`src/rtl/psmc_defines.svh`:
```
// Constants for the power saving mode controller
`ifndef PSMC_DEFINES_SVH
`define PSMC_DEFINES_SVH
// ----------------------------------------------------------------
// APB register map (byte addresses)
// ----------------------------------------------------------------
`define PSMC_CLKCTL_OFS 12'h000
`define PSMC_STATUS_OFS 12'h004
`define PSMC_CFG_OFS 12'h008
// ----------------------------------------------------------------
// Clock control register fields
// ----------------------------------------------------------------
`define PSMC_SLOW_EN_BIT 0
`define PSMC_PRESC_LSB 1
`define PSMC_OSC_IRQ_EN_BIT 3
`define PSMC_CLKCTL_RST 4'h0
// ----------------------------------------------------------------
// Mask level forced on entry (interrupts enabled)
// ----------------------------------------------------------------
`define PSMC_MASK_ENABLE_ALL 2'h2
// ----------------------------------------------------------------
// Stabilisation delays in CPU cycles, and the run mode clock divider
// ----------------------------------------------------------------
`define PSMC_DELAY_SHORT_CYC 256
`define PSMC_DELAY_LONG_CYC 4096
`define PSMC_RUN_DIV 2
`endif

```
`src/rtl/psmc_pkg.sv`:
```
// Types for the power saving mode controller
package psmc_pkg;
    typedef enum logic [2:0] {
        PSMC_RUN,
        PSMC_SLOW,
        PSMC_WAIT,
        PSMC_SLOW_WAIT,
        PSMC_ACTIVE_HALT,
        PSMC_HALT,
        PSMC_STABILIZE
    } psmc_mode_t;
    typedef logic [1:0] psmc_presc_t;
endpackage

```
`src/rtl/psmc_ctrl.sv`:
```
// Power saving mode controller: modes, clock divider, gating, oscillator
`timescale 1ns/1ps
`include "psmc_defines.svh"
module psmc_ctrl #(
    parameter int DELAY_SHORT = `PSMC_DELAY_SHORT_CYC,
    parameter int DELAY_LONG = `PSMC_DELAY_LONG_CYC
) (
    // Clock and reset
    input wire logic mclk,
    input wire logic rst_n,
    // APB slave
    input wire logic psel,
    input wire logic penable,
    input wire logic pwrite,
    input wire logic [11:0] paddr,
    input wire logic [31:0] pwdata,
    output logic [31:0] prdata,
    output logic pready,
    output logic pslverr,
    // CPU core
    input wire logic wait_for_irq_instr,
    input wire logic halt_instr,
    input wire logic irq_enter,
    input wire logic irq_return,
    input wire logic [1:0] irq_level,
    input wire logic [1:0] condition_code_mask,
    output logic mask_force,
    output logic [1:0] mask_force_val,
    output logic cc_push,
    output logic cpu_resume,
    // Interrupt sources
    input wire logic irq_pending,
    input wire logic ext_irq,
    input wire logic timebase_irq,
    input wire logic tli_irq,
    input wire logic spi_irq,
    input wire logic spi_slave_mode,
    input wire logic pwm_irq,
    input wire logic pwm_ext_clock,
    // Options and watchdog
    input wire logic long_delay_option,
    input wire logic watchdog_in_stop_option,
    input wire logic watchdog_enabled,
    output logic watchdog_halt_reset,
    output logic watchdog_freeze,
    // Clock controller
    output logic osc_enable,
    output logic cpu_clk_en,
    output logic periph_clk_en,
    output logic timebase_clk_en,
    output logic [4:0] cpu_clock_div,
    output psmc_pkg::psmc_mode_t mode
);
    import psmc_pkg::*;

    // ----------------------------------------------------------------
    // Decode helpers
    // ----------------------------------------------------------------
    function automatic logic [4:0] div_of(input logic slow, input psmc_presc_t p);
        if (slow) begin
            div_of = 5'h02 << p;
        end else begin
            div_of = 5'(`PSMC_RUN_DIV);
        end
    endfunction

    function automatic logic is_halted(input psmc_mode_t m);
        is_halted = (m == PSMC_HALT) || (m == PSMC_STABILIZE);
    endfunction

    // ----------------------------------------------------------------
    // Registers
    // ----------------------------------------------------------------
    logic slow_mode_select_q;
    psmc_presc_t slow_clock_prescale_q;
    logic osc_irq_enable_q;
    psmc_mode_t mode_q;
    psmc_mode_t mode_d;
    logic [12:0] delay_cnt_q;
    logic delay_long_q;
    logic from_reset_q;
    logic wake_irq_q;
    logic mode_entry_q;
    logic halt_wake;
    logic wr_en;
    logic rd_en;
    logic addr_ok;

    assign wr_en = psel && penable && pwrite;
    assign rd_en = psel && !penable && !pwrite;
    assign addr_ok = (paddr == `PSMC_CLKCTL_OFS) || (paddr == `PSMC_STATUS_OFS)
        || (paddr == `PSMC_CFG_OFS);

    // Only reset-capable sources; SPI and PWM need their own clocks
    assign halt_wake = tli_irq || timebase_irq || ext_irq || (spi_irq && spi_slave_mode)
        || (pwm_irq && pwm_ext_clock);

    // ----------------------------------------------------------------
    // Clock control register
    // ----------------------------------------------------------------
    always_ff @(posedge mclk) begin
        if (!rst_n) begin
            {osc_irq_enable_q, slow_clock_prescale_q, slow_mode_select_q} <= `PSMC_CLKCTL_RST;
        end else if (wr_en && paddr == `PSMC_CLKCTL_OFS) begin
            slow_mode_select_q <= pwdata[`PSMC_SLOW_EN_BIT];
            slow_clock_prescale_q <= pwdata[`PSMC_PRESC_LSB +: 2];
            osc_irq_enable_q <= pwdata[`PSMC_OSC_IRQ_EN_BIT];
        end
    end

    // ----------------------------------------------------------------
    // APB read path and answer
    // ----------------------------------------------------------------
    always_ff @(posedge mclk) begin
        if (!rst_n) begin
            prdata <= 32'h0000_0000;
            pready <= 1'b0;
            pslverr <= 1'b0;
        end else begin
            // No wait state: answer registered in setup, valid in access
            pready <= psel && !penable;
            pslverr <= psel && !penable && !addr_ok;
            if (rd_en) begin
                case (paddr)
                    `PSMC_CLKCTL_OFS: prdata <= {28'h0, osc_irq_enable_q,
                        slow_clock_prescale_q, slow_mode_select_q};
                    `PSMC_STATUS_OFS: prdata <= {19'h0, delay_cnt_q};
                    `PSMC_CFG_OFS: prdata <= {24'h0, 2'h0, long_delay_option,
                        watchdog_in_stop_option, 1'b0, mode_q};
                    default: prdata <= 32'h0000_0000;
                endcase
            end else if (!psel) begin
                prdata <= 32'h0000_0000;
            end
        end
    end

    // ----------------------------------------------------------------
    // Mode sequencing
    // ----------------------------------------------------------------
    always_comb begin
        mode_d = mode_q;
        case (mode_q)
            PSMC_RUN, PSMC_SLOW: begin
                if (wait_for_irq_instr) begin
                    mode_d = slow_mode_select_q ? PSMC_SLOW_WAIT : PSMC_WAIT;
                end else if (halt_instr) begin
                    if (irq_pending) begin
                        mode_d = mode_q;
                    end else if (osc_irq_enable_q) begin
                        mode_d = PSMC_ACTIVE_HALT;
                    end else begin
                        mode_d = PSMC_HALT;
                    end
                end else begin
                    mode_d = slow_mode_select_q ? PSMC_SLOW : PSMC_RUN;
                end
            end
            PSMC_WAIT, PSMC_SLOW_WAIT: begin
                if (irq_pending) begin
                    mode_d = slow_mode_select_q ? PSMC_SLOW : PSMC_RUN;
                end
            end
            PSMC_ACTIVE_HALT: begin
                if (ext_irq || timebase_irq || tli_irq) begin
                    mode_d = PSMC_RUN;
                end
            end
            PSMC_HALT: begin
                if (halt_wake) begin
                    mode_d = PSMC_STABILIZE;
                end
            end
            PSMC_STABILIZE: begin
                if (delay_cnt_q == 13'h0001) begin
                    mode_d = PSMC_RUN;
                end
            end
            default: mode_d = PSMC_RUN;
        endcase
    end

    always_ff @(posedge mclk) begin
        if (!rst_n) begin
            mode_q <= PSMC_RUN;
        end else begin
            mode_q <= mode_d;
        end
    end

    // Delay choice caught after reset release, held static
    always_ff @(posedge mclk) begin
        if (!rst_n) begin
            from_reset_q <= 1'b1;
            delay_long_q <= 1'b0;
        end else begin
            from_reset_q <= 1'b0;
            if (from_reset_q) begin
                delay_long_q <= long_delay_option;
            end
        end
    end

    // ----------------------------------------------------------------
    // Wake-up stabilisation counter, runs on CPU cycles
    // ----------------------------------------------------------------
    always_ff @(posedge mclk) begin
        if (!rst_n) begin
            delay_cnt_q <= 13'h0000;
        end else if (mode_q == PSMC_HALT && halt_wake) begin
            delay_cnt_q <= delay_long_q ? 13'(DELAY_LONG) : 13'(DELAY_SHORT);
        end else if (mode_q == PSMC_STABILIZE && delay_cnt_q != 13'h0000) begin
            delay_cnt_q <= delay_cnt_q - 13'h0001;
        end
    end

    // ----------------------------------------------------------------
    // Mask forcing and interrupt entry
    // ----------------------------------------------------------------
    always_ff @(posedge mclk) begin
        if (!rst_n) begin
            mode_entry_q <= 1'b0;
            mask_force <= 1'b0;
            mask_force_val <= 2'h3;
            cc_push <= 1'b0;
        end else begin
            mode_entry_q <= (mode_q == PSMC_RUN || mode_q == PSMC_SLOW)
                && (wait_for_irq_instr || halt_instr);
            cc_push <= irq_enter;
            if ((mode_q == PSMC_RUN || mode_q == PSMC_SLOW)
                && (wait_for_irq_instr || halt_instr)) begin
                mask_force <= 1'b1;
                mask_force_val <= `PSMC_MASK_ENABLE_ALL;
            end else if (irq_enter) begin
                mask_force <= 1'b1;
                mask_force_val <= irq_level;
            end else if (irq_return) begin
                mask_force <= 1'b1;
                mask_force_val <= condition_code_mask;
            end else begin
                mask_force <= 1'b0;
            end
        end
    end

    // Resume pulse once CPU clock returns from any stop mode
    always_ff @(posedge mclk) begin
        if (!rst_n) begin
            wake_irq_q <= 1'b0;
            cpu_resume <= 1'b0;
        end else begin
            wake_irq_q <= (mode_q != PSMC_RUN && mode_q != PSMC_SLOW)
                && (mode_d == PSMC_RUN || mode_d == PSMC_SLOW);
            cpu_resume <= wake_irq_q;
        end
    end

    // ----------------------------------------------------------------
    // Clock gating, oscillator and watchdog
    // ----------------------------------------------------------------
    always_ff @(posedge mclk) begin
        if (!rst_n) begin
            osc_enable <= 1'b1;
            cpu_clk_en <= 1'b1;
            periph_clk_en <= 1'b1;
            timebase_clk_en <= 1'b1;
            cpu_clock_div <= 5'(`PSMC_RUN_DIV);
        end else begin
            osc_enable <= (mode_d != PSMC_HALT);
            cpu_clk_en <= (mode_d == PSMC_RUN) || (mode_d == PSMC_SLOW);
            periph_clk_en <= (mode_d == PSMC_RUN) || (mode_d == PSMC_SLOW)
                || (mode_d == PSMC_WAIT) || (mode_d == PSMC_SLOW_WAIT);
            timebase_clk_en <= !is_halted(mode_d);
            cpu_clock_div <= div_of(slow_mode_select_q, slow_clock_prescale_q);
        end
    end

    always_ff @(posedge mclk) begin
        if (!rst_n) begin
            watchdog_halt_reset <= 1'b0;
            watchdog_freeze <= 1'b0;
        end else begin
            // Entering halt with watchdog running and option clear resets
            watchdog_halt_reset <= (mode_q == PSMC_RUN || mode_q == PSMC_SLOW) && halt_instr
                && !wait_for_irq_instr && !irq_pending && !osc_irq_enable_q
                && watchdog_enabled && !watchdog_in_stop_option;
            watchdog_freeze <= (mode_d == PSMC_ACTIVE_HALT);
        end
    end

    assign mode = mode_q;
endmodule

```
`config.mk`:
```
export PLATFORM = sky130hd
export DESIGN_NAME = psmc_ctrl
export DESIGN_NICKNAME = d
export VERILOG_FILES = /design/src/rtl/psmc_pkg.sv /design/src/rtl/psmc_ctrl.sv
export VERILOG_INCLUDE_DIRS = /design/src /design/src/rtl
export SDC_FILE = /design/constraint.sdc
export NUM_CORES = 1
export LEC_CHECK = 0
export BUFFER_PORTS_ARGS = -buffer_cell sky130_fd_sc_hd__buf_4
export CAP_MARGIN = 20
export CORE_MARGIN = 2
export CORE_UTILIZATION = 42
export CTS_CLUSTER_SIZE = 40
export DETAILED_ROUTE_END_ITERATION = 8
export PLACE_DENSITY = 0.74
export SYNTH_ARGS = -nofsm -noshare
export SYNTH_HDL_FRONTEND = slang
export SYNTH_SLANG_ARGS = --single-unit
```
`constraint.sdc`:
```
create_clock -name mclk -period 2.03 [get_ports mclk]
set_clock_uncertainty 0.05 [all_clocks]
set_input_delay 0.406 -clock mclk [delete_from_list [all_inputs] [get_ports mclk]]
set_output_delay 0.406 -clock mclk [all_outputs]
set_load 0.01 [all_outputs]
```
# Word level (Yosys, flattened, before mapping)
# Index checks and enable logic that the tools add are counted.
# classes
add_sub_neg,1
eq_ne,18
shifts,1
muxes,24
bitwise_logic,1
reduce_logical,53
# ops
cell,count
$mux W32,2
$mux W13,3
$pmux W13 S3,1
$mux W3,7
$logic_and A1 B1 Y1,19
$eq A3 B3 Y1 const B,6
$pmux W3 S5,1
$logic_or A1 B1 Y1,14
$eq A13 B1 Y1 const B,1
$reduce_bool A13 Y1,1
$sub A13 B1 Y13 const B,1
$eq A12 B3 Y1 const B,1
$eq A12 B4 Y1 const B,1
$eq A3 B2 Y1 const B,4
$logic_not A12 Y1,1
$logic_not A1 Y1,8
$mux W1,8
$eq A3 B1 Y1 const B,2
$logic_not A3 Y1,2
$reduce_bool A3 Y1,2
$reduce_or A2 Y1,3
$shl A2 B2 Y5 const A,1
$mux W2,2
$reduce_bool A2 Y1,2
other kinds (5),5
# word_totals
regBits,73
inputBits,68
word_cells,121

# Longest topological paths before layout
# logic_depth
depth_word,10
ltp_mapped,7

# Least setup slack after synthesis
# OpenSTA, ideal clock, no wires.
# synth_path
path_type,register to register
from,register delay_cnt_q[0]
to,register delay_cnt_q[5]
setup_ps,132
t_arrival_ps,1803
required_time_ps,1848
path_slack_ps,44
path_stages_with_launch,8
path_buffers,1
cell_sequence,dfxtp_1 -> inv_1 -> ha_1 -> or4b_2 -> nor4_2 -> buf_2 -> or3_1 -> a21oi_1
# synth_between
elab_chain_len,3
# synth_rtl
element,line,text
"start, declared",psmc_ctrl.sv:79,logic [12:0] delay_cnt_q;
"start signal, assigned",psmc_ctrl.sv:211,delay_cnt_q <= delay_long_q ? 13'(DELAY_LONG) : 13'(DELAY_SHORT);
"start signal, assigned",psmc_ctrl.sv:213,delay_cnt_q <= delay_cnt_q - 13'h0001;
$sub A13 B1 Y13 / $reduce_bool A13 Y1 (equally long branches),"psmc_ctrl.sv:213, psmc_ctrl.sv:212",
$mux W13 / $logic_and A1 B1 Y1 (equally long branches),psmc_ctrl.sv:212,end else if (mode_q == PSMC_STABILIZE && delay_cnt_q != 13'h0000) begin
$mux W13 / $reduce_bool A2 Y1 (equally long branches),--,
# Several ways; a longest one is shown, not always the timed one. The select of a mux whose other input is x is not followed.
# A chain may end at the register's enable or synchronous reset.

# Worst setup path after layout
# layout_path
from,register delay_cnt_q[2]
to,register delay_cnt_q[10]
# The elaborated chain is that of the path after synthesis.

==> flow_metrics.py <==
metrics = {
    "run_status": {
        "run_status": "finished, final reports clean",
    },
    "clocking": {
        "cts_buffer_depth": 2,
        "path_clk_slew_ns": 0.09,
        "htree_num_levels": 2,
        "root_buffer": "clkbuf_8",
        "cts.sinks": 53,
        "cts_buffers": 5,
        "clock_latency_ns": 0.30,
        "cts_tree": "built",
    },
    "routing": {
        "vias": 2353,
        "drt_iter0_markers": 119,
        "wl_per_cell_um": 14.24,
        "antenna_left": 0,
        "drc": 0,
        "finalWirelength_mm": 6.395,
        "vias_per_cell": 5.241,
        "drt_first_pass_iters": 4,
    },
    "timing": {
        "slew_headroom": 0.4660,
        "setup_ws_ns": 0.06995,
        "period_share": 0.9655,
        "period_needed_ns": 1.960,
        "final-max-slew-violation-count": 0,
        "max_freq_mhz": 510.2,
        "grt_setup_unrepaired": "true",
        "worst_pin_slew_ns": 0.7980,
        "setup_viol": 0,
        "finalHoldViolCount": 0,
        "hold_ws_ns": 0.2372,
    },
    "power": {
        "p_total_mw": 2.059,
        "power_density_nw_per_um2": 602.7,
        "leakage_nw": 1.499,
        "max-vdd-ir-drop_mv": 0.3234,
    },
    "floorplanning": {
        "core.rowCount": 28,
        "die_area_sq_um": 6626,
        "die_h_um": 81.40,
        "io_pins": 121,
        "core_area_sq_um": 5851,
        "start_util": 0.4301,
        "die_w_um": 81.40,
    },
    "finish": {
        "final_util": 0.5838,
        "diodes": 0,
        "final_nets": 444,
        "fin_area_sq_um": 3416,
        "area_growth_pct": 35.75,
        "nFillCells": 540,
        "drive_gt1_frac": 0.3369,
    },
    "worst_setup_path": {
        "required_ns": 2.22,
        "critPathLaunchType": "register",
        "rr_worst_depth": 4,
        "endpoint_kind": "register",
        "worstPathArrival_ns": 2.15,
        "critPathKind": "register to register",
        "crit_fanout": 4,
    },
    "yosys": {
        "syn_area_sq_um": 2516,
        "synth.distinct_cells": 50,
        "yosysTopAreaCell": "dfxtp_1",
        "yosysTopAreaCellShare": 0.4217,
        "synth_enable_flop_cells": 0,
        "syn_inst": 279,
        "avgSynthCellArea_sq_um": 9.019,
        "synthTopCellsByArea": "dfxtp_1 42%, buf_4 6.0%, mux2i_1 5.2%",
        "ys_seq_elements": 53,
        "yosysMostFrequentCell": "dfxtp_1",
        "synth_warnings": 0,
        "async_reset_ff_frac": 0,
        "synth-main-ff-cell": "dfxtp_1",
        "netlist_top_cells_count": "53 x dfxtp_1, 26 x nand2_1, 20 x buf_4",
        "seq_area_frac_synth": 0.4217,
    },
    "grt": {
        "grt_pass1_vias": 2057,
        "grt_pass1_wl_mm": 9.715,
        "grt_max_degree": 17,
        "grt_overflow": 0,
        "track_usage": 0.1899,
        "antenna_found_initial": 0,
    },
    "placement": {
        "place_ws_ns": -0.01038,
        "dp_hpwl_mm": 4.741,
        "io_buffers": 72,
        "place.gp.congestion": 0.8297,
        "place_area_sq_um": 3221,
    },
    "flow_run": {
        "maxCapViolCount": 0,
    },
    "worst_hold_path": {
        "hold_depth": 2,
        "worstHoldPathType": "input pin to register",
    },
}
==> timing repair <==
item / CTS / global route
hold buffers: 0 / 0
pin swaps: 0 / 5
setup buffers: 0 / 1
gates cloned: 1 / 0
resized for setup: 7 / 8
endpoints found under the setup margin: 7 / 11
==> flip-flops by register name, indices dropped and copies added (netlist names), 2 cells and up <==
register and count:
mask_force_val 2, prdata 13, mode 3, cpu_clock_div 4
slow_clock_prescale_q 2, delay_cnt_q 13
==> through the flow <==
step / instances / setup TNS [ns]
floorplan: 298 / 0
global placement: 439 / -0.009637
detailed placement: 439 / -0.01038
CTS: 448 / 0
global route: 449 / -0.08756
finish: 449 / 0
==> cells by family (layout without fill, tap and decap cells) <==
| logic type | Yosys count | count (layout) | synth area share |
|---|---|---|---|
| simple gates | 103 | 103 | 0.2417 |
| compound gates | 65 | 65 | 0.1770 |
| flops | 53 | 53 | 0.4217 |
| buf+inv | 41 | 117 | 0.09149 |
| mux | 13 | 13 | 0.05171 |
| fa+ha+maj | 3 | 3 | 0.01492 |
| other cells | 1 | 20 | 0.001490 |
==> final timing paths <==
kind	from	end	slack, ns
setup reg to reg	delay_cnt_q[2]	delay_cnt_q[10]	0.07
hold / removal	watchdog_in_stop_option	watchdog_halt_reset	0.24
setup / recovery	delay_cnt_q[2]	delay_cnt_q[10]	0.07
hold reg to reg	wake_irq_q	cpu_resume	0.41
==> layout make-up <==
| type | count | area (sq um) | share of cell area |
|---|---|---|---|
| clock inverters | 1 | 30.03 | 0.008791 |
| inverters | 9 | 33.78 | 0.009890 |
| well taps | 75 | 93.84 | 0.02747 |
| repair buffers | 100 | 750.7 | 0.2198 |
| clock buffers | 7 | 86.33 | 0.02527 |
| multi-input cells | 204 | 1358 | 0.3974 |
| flip-flops and latches | 53 | 1064 | 0.3114 |
==> report_power, final <==
group	total [mW]	switching [mW]	internal, mW
Sequential	1.07	0.00892	1.06
Combinational	0.251	0.129	0.122
Clock	0.739	0.336	0.402
==> critical path: stages, from the launching register on <==
cell and delay, ns:
dfxtp_1 0.33, or4_4 0.59, or2_1 0.29, or4_1 0.50, a21oi_1 0.14
==> routing by layer <==
metal  GRT usage  part of all wire
met5           0                 0
met4     0.06102             0.019
met3     0.04000             0.060
met2      0.3172              0.49
met1      0.2440              0.43
==> cells in the final DEF (no fill, tap or decap), types with 3 or more instances in the layout <==
cell      instances
nand2_1          26
a22o_1           11
a21oi_1          13
conb_1           20
nor2_1           10
nand4_1           4
or4_1             8
nor4_1            6
mux2i_1          13
o21ai_0          13
nand2b_1          3
inv_1             7
dfxtp_1          51
nand3b_1          3
o31ai_1           8
clkbuf_8          6
nor2b_1           3
or3_1             9
nor4_4            3
a31oi_1           3
or2_2             6
a22oi_1           3
and2_1            4
nand3_1           4
buf_4           100
nor3b_1           3
(Power assumes the default switching activity.)
